`src/verilog/regbank_pkg.sv`:
```
// Package of register indices, field positions and reset values for the readout register bank.
package regbank_pkg;
    // ****************************************************************
    // Register indices on the slow-control byte port
    // ****************************************************************
    localparam logic [4:0] IDX_CONFIG = 5'h00;
    localparam logic [4:0] IDX_CAL_CONFIG = 5'h01;
    localparam logic [4:0] IDX_SEQ_ERR = 5'h03;
    localparam logic [4:0] IDX_FIFO_SEL = 5'h04;
    localparam logic [4:0] IDX_FIFO_DATA_L = 5'h05;
    localparam logic [4:0] IDX_FIFO_DATA_H = 5'h06;
    localparam logic [4:0] IDX_EVENT_CNT = 5'h07;
    localparam logic [4:0] IDX_BUNCH_CNT_L = 5'h08;
    localparam logic [4:0] IDX_BUNCH_CNT_H = 5'h09;
    localparam logic [4:0] IDX_TRIG_MASK = 5'h0a;
    localparam logic [4:0] IDX_LAST_TRIG = 5'h0b;
    localparam logic [4:0] IDX_CHIP_ID_L = 5'h0c;
    localparam logic [4:0] IDX_CHIP_ID_H = 5'h0d;
    localparam logic [4:0] IDX_LATENCY = 5'h0e;
    // ****************************************************************
    // Field positions
    // ****************************************************************
    localparam int CFG_TEST_MODE_BIT = 7;
    localparam int CFG_TX_DISABLE_BIT = 5;
    localparam int CAL_SUPPRESS_BIT = 1;
    localparam int SEQ_READOUT_LSB = 4;
    localparam int SEQ_FIFO_LSB = 0;
    localparam int CMD_BUNCH_ZERO_BIT = 3;
    localparam int CMD_CAL_PULSE_BIT = 2;
    localparam int CMD_RESYNC_BIT = 1;
    localparam int CMD_LEVEL_ONE_BIT = 0;
    localparam int SEL_TRIGGER_FIFO_BIT = 5;
    localparam int SEL_COLUMN_FIFO_BIT = 4;
    localparam int NUM_CHANNELS = 4;
    localparam int FIFO_DATA_WIDTH = 12;
    localparam int CHIP_ID_USER_BITS = 6;
    // ****************************************************************
    // Reset values
    // ****************************************************************
    localparam logic [7:0] CONFIG_RESET = 8'h00;
    localparam logic [7:0] CAL_CONFIG_RESET = 8'h00;
    localparam logic [7:0] FIFO_SEL_RESET = 8'h00;
    localparam logic [7:0] TRIG_MASK_RESET = 8'h00;
    localparam logic [7:0] LATENCY_RESET = 8'h00;
    // Upper identifier byte after reset; the value is arbitrary.
    localparam logic [7:0] CHIP_ID_HIGH_RESET = 8'h00;
    localparam logic [5:0] CHIP_ID_USER_RESET = 6'h00;
endpackage

```
`src/verilog/readout_regbank.sv`:
```
// Register bank of the readout chip: status, FIFO access, trigger snapshots, identifier.
// What this block does
// (RULE_01) A channel's data-valid outside a proper readout sequence sets its bit among 7..4.
// (RULE_02) A channel's almost-full arriving out of sequence sets its bit among 3..0.
// (RULE_03) The sequence error flags stay set until a resynchronise command or a reset.
// (RULE_04) The selector routes FIFO access: bit 5 trigger, bit 4 column, bits 3..0 channels D..A.
// (RULE_05) The 16-bit data port carries 12 data bits into the FIFO that the selector names.
// (RULE_06) A FIFO write happens only when the low byte of the data port is written.
// (RULE_07) Reading the data port returns the last FIFO entry and takes one word out of it.
// (RULE_08) The event count register shows the event counter captured at the last level-1 accept.
// (RULE_09) The bunch count register shows the bunch counter captured at the last level-1 accept.
// (RULE_10) A 1 in the trigger mask stops decoding of that command (3 BC0, 2 cal, 1 resync, 0 L1).
// (RULE_11) The last-command register shows a 1 in the bit of the last decoded command.
// (RULE_12) The identifier is a writable 16-bit word whose low byte is two address pins and 6 bits.
// (RULE_13) The identifier goes out with every event packet.
// (RULE_14) The latency register holds the wait in cycles before a calibration readout starts.
// (RULE_15) After a calibration command, a calibration event follows the latency unless suppressed.
// (RULE_16) FIFO access via the data port works only in test mode with transmission disabled.
// (RULE_17) A masked command leaves the last-command register unchanged.
`timescale 1ns/1ps
module readout_regbank (
    input wire logic sys_clk,
    input wire logic rst_n,
    input wire logic reg_wr,
    input wire logic reg_rd,
    input wire logic [4:0] reg_addr,
    input wire logic [7:0] reg_wdata,
    output logic [7:0] reg_rdata,
    input wire logic [1:0] slave_addr_pins,
    input wire logic level_one_accept_cmd,
    input wire logic bunch_zero_cmd,
    input wire logic calibration_pulse_cmd,
    input wire logic resync_cmd,
    input wire logic [3:0] frontend_valid_err,
    input wire logic [3:0] almost_full_err,
    input wire logic [7:0] event_count,
    input wire logic [11:0] bunch_count,
    input wire logic [11:0] fifo_rd_data,
    output logic [5:0] fifo_sel_out,
    output logic fifo_wr,
    output logic fifo_rd,
    output logic [11:0] fifo_wr_data,
    output logic [15:0] packet_chip_id,
    output logic level_one_decoded,
    output logic bunch_zero_decoded,
    output logic calibration_decoded,
    output logic resync_decoded,
    output logic calibration_event_start,
    output logic test_mode,
    output logic tx_disable
);
    // ****************************************************************
    // State
    // ****************************************************************
    typedef struct packed {
        logic [7:0] config_reg;
        logic [7:0] cal_config;
        logic [7:0] fifo_selector;
        logic [7:0] data_high;
        logic [7:0] event_count_snapshot;
        logic [11:0] bunch_count_snapshot;
        logic [7:0] trigger_command_mask;
        logic [7:0] last_trigger_command;
        logic [7:0] chip_identifier_high;
        logic [5:0] chip_identifier_user;
        logic [7:0] latency;
        logic [7:0] cal_count;
        logic cal_pending;
        logic cal_start;
        logic fifo_wr;
        logic fifo_rd;
        logic [11:0] fifo_wr_data;
        logic [7:0] rdata;
        logic lv1_dec;
        logic bc0_dec;
        logic cal_dec;
        logic rsy_dec;
        logic [1:0] pins_meta;
        logic [1:0] pins_sync;
    } state_type;

    state_type st_r;
    state_type st_nxt;
    logic [7:0] seq_flags;
    logic fifo_access_ok;
    logic [3:0] cmd_in;
    logic [3:0] cmd_pass;
    logic [7:0] chip_identifier_low;

    // ****************************************************************
    // Sticky sequence error flags
    // ****************************************************************
    seq_err_flags u_seq_err_flags (
        .sys_clk(sys_clk),
        .rst_n(rst_n),
        .readout_err_evt(frontend_valid_err),
        .fifo_err_evt(almost_full_err),
        .resync_clear(cmd_pass[regbank_pkg::CMD_RESYNC_BIT]),
        .flags_r(seq_flags)
    );

    // Gather the incoming commands and pass only the unmasked ones.
    always_comb begin
        cmd_in = 4'h0;
        cmd_in[regbank_pkg::CMD_BUNCH_ZERO_BIT] = bunch_zero_cmd;
        cmd_in[regbank_pkg::CMD_CAL_PULSE_BIT] = calibration_pulse_cmd;
        cmd_in[regbank_pkg::CMD_RESYNC_BIT] = resync_cmd;
        cmd_in[regbank_pkg::CMD_LEVEL_ONE_BIT] = level_one_accept_cmd;
        cmd_pass = cmd_in & ~st_r.trigger_command_mask[3:0]; // RULE_10
    end

    // FIFO port is open only in test mode with the transmitter off.
    assign fifo_access_ok = st_r.config_reg[regbank_pkg::CFG_TEST_MODE_BIT] &
        st_r.config_reg[regbank_pkg::CFG_TX_DISABLE_BIT]; // RULE_16
    // Low identifier byte: two synchronised address pins above six user bits.
    assign chip_identifier_low = {st_r.pins_sync, st_r.chip_identifier_user}; // RULE_12

    // ****************************************************************
    // Next-state logic
    // ****************************************************************
    always_comb begin
        st_nxt = st_r;
        st_nxt.pins_meta = slave_addr_pins;
        st_nxt.pins_sync = st_r.pins_meta;
        st_nxt.fifo_wr = 1'b0;
        st_nxt.fifo_rd = 1'b0;
        st_nxt.cal_start = 1'b0;
        st_nxt.lv1_dec = cmd_pass[regbank_pkg::CMD_LEVEL_ONE_BIT]; // RULE_10
        st_nxt.bc0_dec = cmd_pass[regbank_pkg::CMD_BUNCH_ZERO_BIT];
        st_nxt.cal_dec = cmd_pass[regbank_pkg::CMD_CAL_PULSE_BIT];
        st_nxt.rsy_dec = cmd_pass[regbank_pkg::CMD_RESYNC_BIT];
        // Only a decoded command updates the indicator.
        if (cmd_pass != 4'h0) begin
            st_nxt.last_trigger_command = {4'h0, cmd_pass}; // RULE_11 RULE_17
        end
        // Snapshot counters at each decoded level-1 accept.
        if (cmd_pass[regbank_pkg::CMD_LEVEL_ONE_BIT]) begin
            st_nxt.event_count_snapshot = event_count; // RULE_08
            st_nxt.bunch_count_snapshot = bunch_count; // RULE_09
        end
        // Calibration latency countdown; a new command restarts it unless the suppress bit is set.
        if (st_r.cal_pending) begin
            if (st_r.cal_count == 8'h00) begin
                st_nxt.cal_pending = 1'b0;
                st_nxt.cal_start = 1'b1; // RULE_14 RULE_15
            end else begin
                st_nxt.cal_count = st_r.cal_count - 8'h01; // RULE_14
            end
        end
        if (cmd_pass[regbank_pkg::CMD_CAL_PULSE_BIT] &&
                !st_r.cal_config[regbank_pkg::CAL_SUPPRESS_BIT]) begin
            st_nxt.cal_pending = 1'b1; // RULE_15
            st_nxt.cal_count = st_r.latency;
        end
        // Register writes.
        if (reg_wr) begin
            unique case (reg_addr)
                regbank_pkg::IDX_CONFIG: st_nxt.config_reg = reg_wdata;
                regbank_pkg::IDX_CAL_CONFIG: st_nxt.cal_config = reg_wdata;
                regbank_pkg::IDX_FIFO_SEL: st_nxt.fifo_selector = {2'b00, reg_wdata[5:0]}; // RULE_04
                regbank_pkg::IDX_FIFO_DATA_H: st_nxt.data_high = reg_wdata;
                regbank_pkg::IDX_FIFO_DATA_L: begin
                    // Low-byte write commits the word, high byte taken from the holding register.
                    if (fifo_access_ok) begin // RULE_16
                        st_nxt.fifo_wr = 1'b1; // RULE_06
                        st_nxt.fifo_wr_data = {st_r.data_high[3:0], reg_wdata}; // RULE_05
                    end
                end
                regbank_pkg::IDX_TRIG_MASK: st_nxt.trigger_command_mask = {4'h0, reg_wdata[3:0]};
                regbank_pkg::IDX_CHIP_ID_L:
                    st_nxt.chip_identifier_user = reg_wdata[5:0]; // RULE_12
                regbank_pkg::IDX_CHIP_ID_H: st_nxt.chip_identifier_high = reg_wdata; // RULE_12
                regbank_pkg::IDX_LATENCY: st_nxt.latency = reg_wdata; // RULE_14
                default: begin
                end
            endcase
        end
        // Register reads; unmapped addresses return zero.
        if (reg_rd) begin
            unique case (reg_addr)
                regbank_pkg::IDX_CONFIG: st_nxt.rdata = st_r.config_reg;
                regbank_pkg::IDX_CAL_CONFIG: st_nxt.rdata = st_r.cal_config;
                regbank_pkg::IDX_SEQ_ERR: st_nxt.rdata = seq_flags; // RULE_01 RULE_02
                regbank_pkg::IDX_FIFO_SEL: st_nxt.rdata = st_r.fifo_selector;
                regbank_pkg::IDX_FIFO_DATA_L: begin
                    st_nxt.rdata = fifo_access_ok ? fifo_rd_data[7:0] : 8'h00; // RULE_07
                    st_nxt.fifo_rd = fifo_access_ok; // RULE_07 RULE_16
                end
                regbank_pkg::IDX_FIFO_DATA_H:
                    st_nxt.rdata = fifo_access_ok ? {4'h0, fifo_rd_data[11:8]} : 8'h00;
                regbank_pkg::IDX_EVENT_CNT: st_nxt.rdata = st_r.event_count_snapshot; // RULE_08
                regbank_pkg::IDX_BUNCH_CNT_L:
                    st_nxt.rdata = st_r.bunch_count_snapshot[7:0]; // RULE_09
                regbank_pkg::IDX_BUNCH_CNT_H:
                    st_nxt.rdata = {4'h0, st_r.bunch_count_snapshot[11:8]}; // RULE_09
                regbank_pkg::IDX_TRIG_MASK: st_nxt.rdata = st_r.trigger_command_mask;
                regbank_pkg::IDX_LAST_TRIG: st_nxt.rdata = st_r.last_trigger_command; // RULE_11
                regbank_pkg::IDX_CHIP_ID_L: st_nxt.rdata = chip_identifier_low;
                regbank_pkg::IDX_CHIP_ID_H: st_nxt.rdata = st_r.chip_identifier_high;
                regbank_pkg::IDX_LATENCY: st_nxt.rdata = st_r.latency;
                default: st_nxt.rdata = 8'h00;
            endcase
        end
    end

    // ****************************************************************
    // State register
    // ****************************************************************
    always_ff @(posedge sys_clk or negedge rst_n) begin
        if (!rst_n) begin
            st_r <= '0;
            st_r.config_reg <= regbank_pkg::CONFIG_RESET;
            st_r.cal_config <= regbank_pkg::CAL_CONFIG_RESET;
            st_r.fifo_selector <= regbank_pkg::FIFO_SEL_RESET;
            st_r.trigger_command_mask <= regbank_pkg::TRIG_MASK_RESET;
            st_r.latency <= regbank_pkg::LATENCY_RESET;
            st_r.chip_identifier_high <= regbank_pkg::CHIP_ID_HIGH_RESET;
            st_r.chip_identifier_user <= regbank_pkg::CHIP_ID_USER_RESET;
        end else begin
            st_r <= st_nxt;
        end
    end

    // ****************************************************************
    // Outputs, all from flip-flops
    // ****************************************************************
    assign reg_rdata = st_r.rdata;
    assign fifo_sel_out = st_r.fifo_selector[5:0]; // RULE_04
    assign fifo_wr = st_r.fifo_wr;
    assign fifo_rd = st_r.fifo_rd;
    assign fifo_wr_data = st_r.fifo_wr_data;
    assign packet_chip_id = {st_r.chip_identifier_high, st_r.pins_sync,
        st_r.chip_identifier_user}; // RULE_13
    assign level_one_decoded = st_r.lv1_dec;
    assign bunch_zero_decoded = st_r.bc0_dec;
    assign calibration_decoded = st_r.cal_dec;
    assign resync_decoded = st_r.rsy_dec;
    assign calibration_event_start = st_r.cal_start;
    assign test_mode = st_r.config_reg[regbank_pkg::CFG_TEST_MODE_BIT];
    assign tx_disable = st_r.config_reg[regbank_pkg::CFG_TX_DISABLE_BIT];
endmodule // readout_regbank

```
`src/verilog/seq_err_flags.sv`:
```
// Sticky per-channel sequence error flags with a resynchronise clear.
`timescale 1ns/1ps
module seq_err_flags (
    input wire logic sys_clk,
    input wire logic rst_n,
    input wire logic [3:0] readout_err_evt,
    input wire logic [3:0] fifo_err_evt,
    input wire logic resync_clear,
    output logic [7:0] flags_r
);
    logic [7:0] flags_nxt;

    // ****************************************************************
    // Flag update
    // ****************************************************************
    // Each bit holds once set; an event on the clearing cycle still wins.
    genvar ch;
    generate
        for (ch = 0; ch < regbank_pkg::NUM_CHANNELS; ch = ch + 1) begin : g_ch
            always_comb begin
                flags_nxt[regbank_pkg::SEQ_READOUT_LSB + ch] = readout_err_evt[ch] |
                    (flags_r[regbank_pkg::SEQ_READOUT_LSB + ch] & ~resync_clear); // RULE_01 RULE_03
                flags_nxt[regbank_pkg::SEQ_FIFO_LSB + ch] = fifo_err_evt[ch] |
                    (flags_r[regbank_pkg::SEQ_FIFO_LSB + ch] & ~resync_clear); // RULE_02 RULE_03
            end
        end
    endgenerate

    // Flags clear on reset.
    always_ff @(posedge sys_clk or negedge rst_n) begin
        if (!rst_n) begin
            flags_r <= 8'h00; // RULE_03
        end else begin
            flags_r <= flags_nxt;
        end
    end
endmodule // seq_err_flags

```
`config.mk`:
```
export PLATFORM = sky130hd
export DESIGN_NAME = readout_regbank
export DESIGN_NICKNAME = d
export VERILOG_FILES = /design/src/verilog/regbank_pkg.sv /design/src/verilog/readout_regbank.sv /design/src/verilog/seq_err_flags.sv
export SDC_FILE = /design/constraint.sdc
export NUM_CORES = 1
export LEC_CHECK = 0
export BUFFER_PORTS_ARGS = -buffer_cell sky130_fd_sc_hd__buf_2
export CAP_MARGIN = 20
export CORE_ASPECT_RATIO = 0.8
export CORE_MARGIN = 4
export CORE_UTILIZATION = 50
export CTS_CLUSTER_SIZE = 28
export DETAILED_ROUTE_END_ITERATION = 12
export PLACE_DENSITY = 0.74
export SLEW_MARGIN = 20
export SYNTH_ARGS = -nofsm -noshare
export SYNTH_HDL_FRONTEND = slang
export SYNTH_SLANG_ARGS = --single-unit
```
`constraint.sdc`:
```
create_clock -name sys_clk -period 3.07 [get_ports sys_clk]
set_input_delay 0.614 -clock sys_clk [delete_from_list [all_inputs] [get_ports sys_clk]]
set_output_delay 0.614 -clock sys_clk [all_outputs]
set_load 0.01 [all_outputs]
```
After elaboration in Yosys (flattened, before gate mapping)
Cells that the tools add are included.
- bits in registers: 124
- input port bits: 63
- output and inout bits: 51
- add/sub/neg operators: 1
- mux-type cells: 12
- equal/unequal tests: 14
- bitwise operators: 20
- reductions and logical operators: 16
- operators by type and width (cell ; number):
    $pmux W8 S14 ; 1
    $eq A5 B4 Y1 const B ; 7
    $eq A5 B3 Y1 const B ; 4
    $reduce_and A2 Y1 ; 9
    $mux W8 ; 2
    $mux W10 ; 1
    $and A1 B1 Y1 ; 9
    $mux W9 ; 1
    $logic_not A8 Y1 ; 1
    $or A1 B1 Y1 ; 8
    $sub A8 B1 Y8 const B ; 1
    $eq A5 B1 Y1 const B ; 1
    $eq A5 B2 Y1 const B ; 1
    $logic_not A5 Y1 ; 1
    $mux W1 ; 5
    $and A4 B4 Y4 ; 1
    $mux W4 ; 1
    $not A4 Y4 ; 1
    $reduce_bool A4 Y1 ; 1
    $reduce_and A3 Y1 ; 1
    $mux W2 ; 1
    $ne A2 B1 Y1 const B ; 1
    $reduce_bool A2 Y1 ; 1
    $logic_and A1 B1 Y1 ; 1
    2 further kinds ; 2

Depth between registers and ports, before layout
- depth in word-level cells: 5
- mapped depth: 7
- depth with buffers taken out: 6

By module
A second synthesis with hierarchy kept.
- cell total of the unflattened synthesis: 472
- area total of the unflattened synthesis: 5796.8 um^2
- by module, submodules not included (module ; area an instance (um^2) ; cells each ; times used):
    readout_regbank ; 5532.8 ; 455 ; 1
    seq_err_flags ; 264.0 ; 17 ; 1

Worst setup path after synthesis
OpenSTA, ideal clock, no wires.
- path type: in2reg
- from: in reg_addr[1]
- to: reg st_r[40] (netlist name)
- library setup time: 125 ps
- arrival time: 1796 ps
- stages on the path: 6
- required time: 2945 ps
- slack: 1149 ps
- cell sequence: buf_2 > nor2b_1 > buf_2 > nand2_1 > nor2_2 > mux2_2
- word-level cells in the longest chain between the ends: 2
- ends and longest elaborated chain (item ; line ; RTL):
    from (decl) ; readout_regbank.sv:26 ; input wire logic [4:0] reg_addr,
    $eq A5 B4 Y1 ; readout_regbank.sv:157 ; unique case (reg_addr)
    $reduce_and A2 Y1 (no source line) ; n/a ;
    to (signal assigned) ; readout_regbank.sv:220 ; st_r <= st_nxt;
    to (decl) ; readout_regbank.sv:82 ; state_type st_r;
No other way between the ends.
A chain may end at the register's enable or synchronous reset.

Worst setup path after layout
- from: in reg_addr[0]
- to: reg st_r (netlist bit packet_chip_id[12])
Same word-level chain as after synthesis.

==> out/results.ini <==
[outcome]
status = complete, no violations

[worst_setup_path]
crit_path_end_kind = register
path_max_fanout = 16
worstPathCellList = buf_2, nor2b_2, and3_1, mux2_1
path_class = in2reg
worstSetupPathDepth = 4
cpMaxStageDelayCell = nor2b_2
crit_arrival_ns = 2.45
r2r_cells = 6
crit_buf_inv = 1
critPathTopFamily = simple AND/OR/NAND/NOR gates
cp-startpoint = reg_addr[0]
rr_startpoint = st_r[32]$_DFFE_PN0P_
required_ns = 3.36
max_stage_delay_ns = 0.59
start_kind = input port

[routing]
ant_nets = 0
drc = 0
routedWlPerCell_microns = 20.5
vias = 4611
vias_per_cell = 5.88
dr.first_iter.drc_count = 410
drt_wl_total_microns = 16100
drtPass1Iterations = 5

[placed_design]
port_buffers = 113
gp_congestion = 1.00
dp_hpwl_microns = 11700
placedCellCount = 753

[global_route]
antenna_found_initial = 0
grt_usage_pct = 23.6
grt-ovfl-total = 0
grt_max_degree = 52
grt_pass1_wl_microns = 26100
grt_pass1_vias = 4803

[sta]
slew_viol_final = 0
layout_min_cycle_time_ns = 2.16
worst_pin_slew_ns = 0.701
hold_viol = 0
tns_ns = 0
rsz0062_at_grt = false
relSlewSlack_pct = 53.3
fin_worst_skew_ns = 0.00536
fin_crit_sh_pct = 70.3
fmax_mhz = 463
setup_viol = 0

[synthesis]
synth_cell_types = 66
netlist_instances = 553
ys_ff_latch = 124
syn-cell-area_sq_um = 6170
syn_avg_cell_area_sq_um = 11.2
synthesis.nets = 617
synth_edf_count = 0
synthFlopType = dfrtp_1
yosysTopAreaCell = dfrtp_1
synthArstFlopShare_pct = 100
synth_top_area_share_pct = 50.3
yosysWarnings = 0
ys_seq_area_share_pct = 50.3
synthTopCellsByArea = dfrtp_1 50%, mux2_2 8.6%, buf_4 5.4%, nand2_1 5.2%, mux2i_1 3.1%

[job]
drv_cap = 0

[clock_tree]
cts_tree = done
cts.path.max_buffers = 2
cts_root_buf = clkbuf_16
cts_hold_buf = 0
cts_buffers = 17
clk_pin_slew_ns = 0.06
clk_latency_ns = 0.41
ctsResizeCount = 0
htreeDepth = 4
cts_sinks = 124
post-cts-setup-buffer-count = 0

[power_and_ir_drop]
swShare_pct = 30.4
p_leak_nw = 3.53
switchingPower_mw = 1.52
p_int_mw = 3.48
comb_power_share_pct = 18.8
p_seq_share_pct = 42.9
ir_worst_vdd_v = 0.000393
p_per_area_nw_per_um2 = 705
clock_power_share_pct = 38.3

[floorplan]
start_util_pct = 52.4
dieArea_sq_um = 14200
rows = 35
die_y_microns = 107
core_area_sq_um = 11800
die_w_microns = 132
io_pins = 114

[layout]
nNetsFinal = 688
drive_above_1_share_pct = 35.8
final_cell_mix = 124 x dfrtp_1, 112 x buf_2, 86 x nand2_1
area_delta_synth_final_pct = 15.1
final_common_cell = dfrtp_1
stdcell_count = 784
antenna_cells = 0

[hold_path]
hold_class = in2async

[per-stage QoR]
step                      power [mW]  instance area [sq um]  utilization [%]  hold slack [ns]  setup WS, ns
after global routing            5.26                   7100             60.2            0.275         0.859
after CTS                       5.03                   7100             60.2            0.259         0.951
after global placement          3.07                   6530             55.5            0.331         0.621
final                           5.00                   7100             60.2            0.231         0.911
after detailed placement        3.11                   6530             55.5            0.341         0.532
after floorplan                 2.83                   6170                -            0.318          1.15
[synthesized netlist by cell type, types with 4 or more instances]
master       n
mux2_2      47
and3_1      14
a22oi_1      4
nand2b_1     6
a221oi_1     4
mux2_4       9
buf_6        4
inv_1       12
o2bb2ai_1    4
nand3b_1     5
a22o_1       4
a2111oi_0    4
mux2i_1     19
a31oi_1      4
a21o_1       8
mux2_1      12
nand3_1     18
o21ai_0     14
nor3_1       8
nor2_1       8
a21oi_1      9
nor2b_1      4
dfrtp_1    124
o22ai_1      6
buf_4       44
clkbuf_1    10
buf_2       12
nand2_1     86
[layer usage]
metal,track usage [%],part of all wire [%],vias up
met5,0,0,-
met4,7.64,1.9,0
met3,6.73,8.3,30
met2,34.8,44,207
met1,33.7,45,2296
li1,-,-,2078
[logic make-up after synthesis]
kind of cell,count (synthesis),share of synthesized area [%]
and+or+nand+nor,175,15.1
muxes,88,16.4
adders and majority gates,1,0.203
xor gates and xnor gates,2,0.284
DFF,124,50.3
AOI/OAI and AO/OA,80,9.29
buffers and inverters,83,8.46
[state kept, by name, indices dropped and copies added, names as in the netlist, 2 cells and up]
signal                   count
st_r                        63
packet_chip_id              16
fifo_wr_data                12
reg_rdata                    8
u_seq_err_flags.flags_r      8
fifo_sel_out                 6
st_nxt                       2
[area by class of cell]
class | count | area [sq um]
Clock buffer | 17 | 425
Clock inverter | 14 | 139
Fill cell | 970 | 4680
Inverter | 12 | 45.0
Multi-Input combinational cell | 346 | 2540
Sequential cell | 124 | 3100
Tap cell | 148 | 185
Timing Repair Buffer | 123 | 656
[path summary, 6_finish.rpt]
check                           slack [ns]                        endpoint
worst min-delay path                  0.23        resync_decoded$_DFF_PN0_
max in group asynchronous             2.09            st_r[88]$_DFFE_PN0P_
worst min register to register        0.35     packet_chip_id[6]$_DFF_PN0_
min in group sys_clk                  0.30             st_nxt[0]$_DFF_PN0_
worst max-delay path                  0.91  packet_chip_id[12]$_DFFE_PN0P_
worst max register to register        1.17            st_r[38]$_DFFE_PN0P_
[power by group through the flow]
stage	logic, mW	clock network [mW]	registers, mW
after floorplan	0.746	0	2.08
after global placement	0.906	0	2.16
after detailed placement	0.942	0	2.17
after CTS	0.949	1.94	2.14
after global routing	1.05	2.02	2.18
final	0.940	1.92	2.15
(Power assumes the default switching activity.)
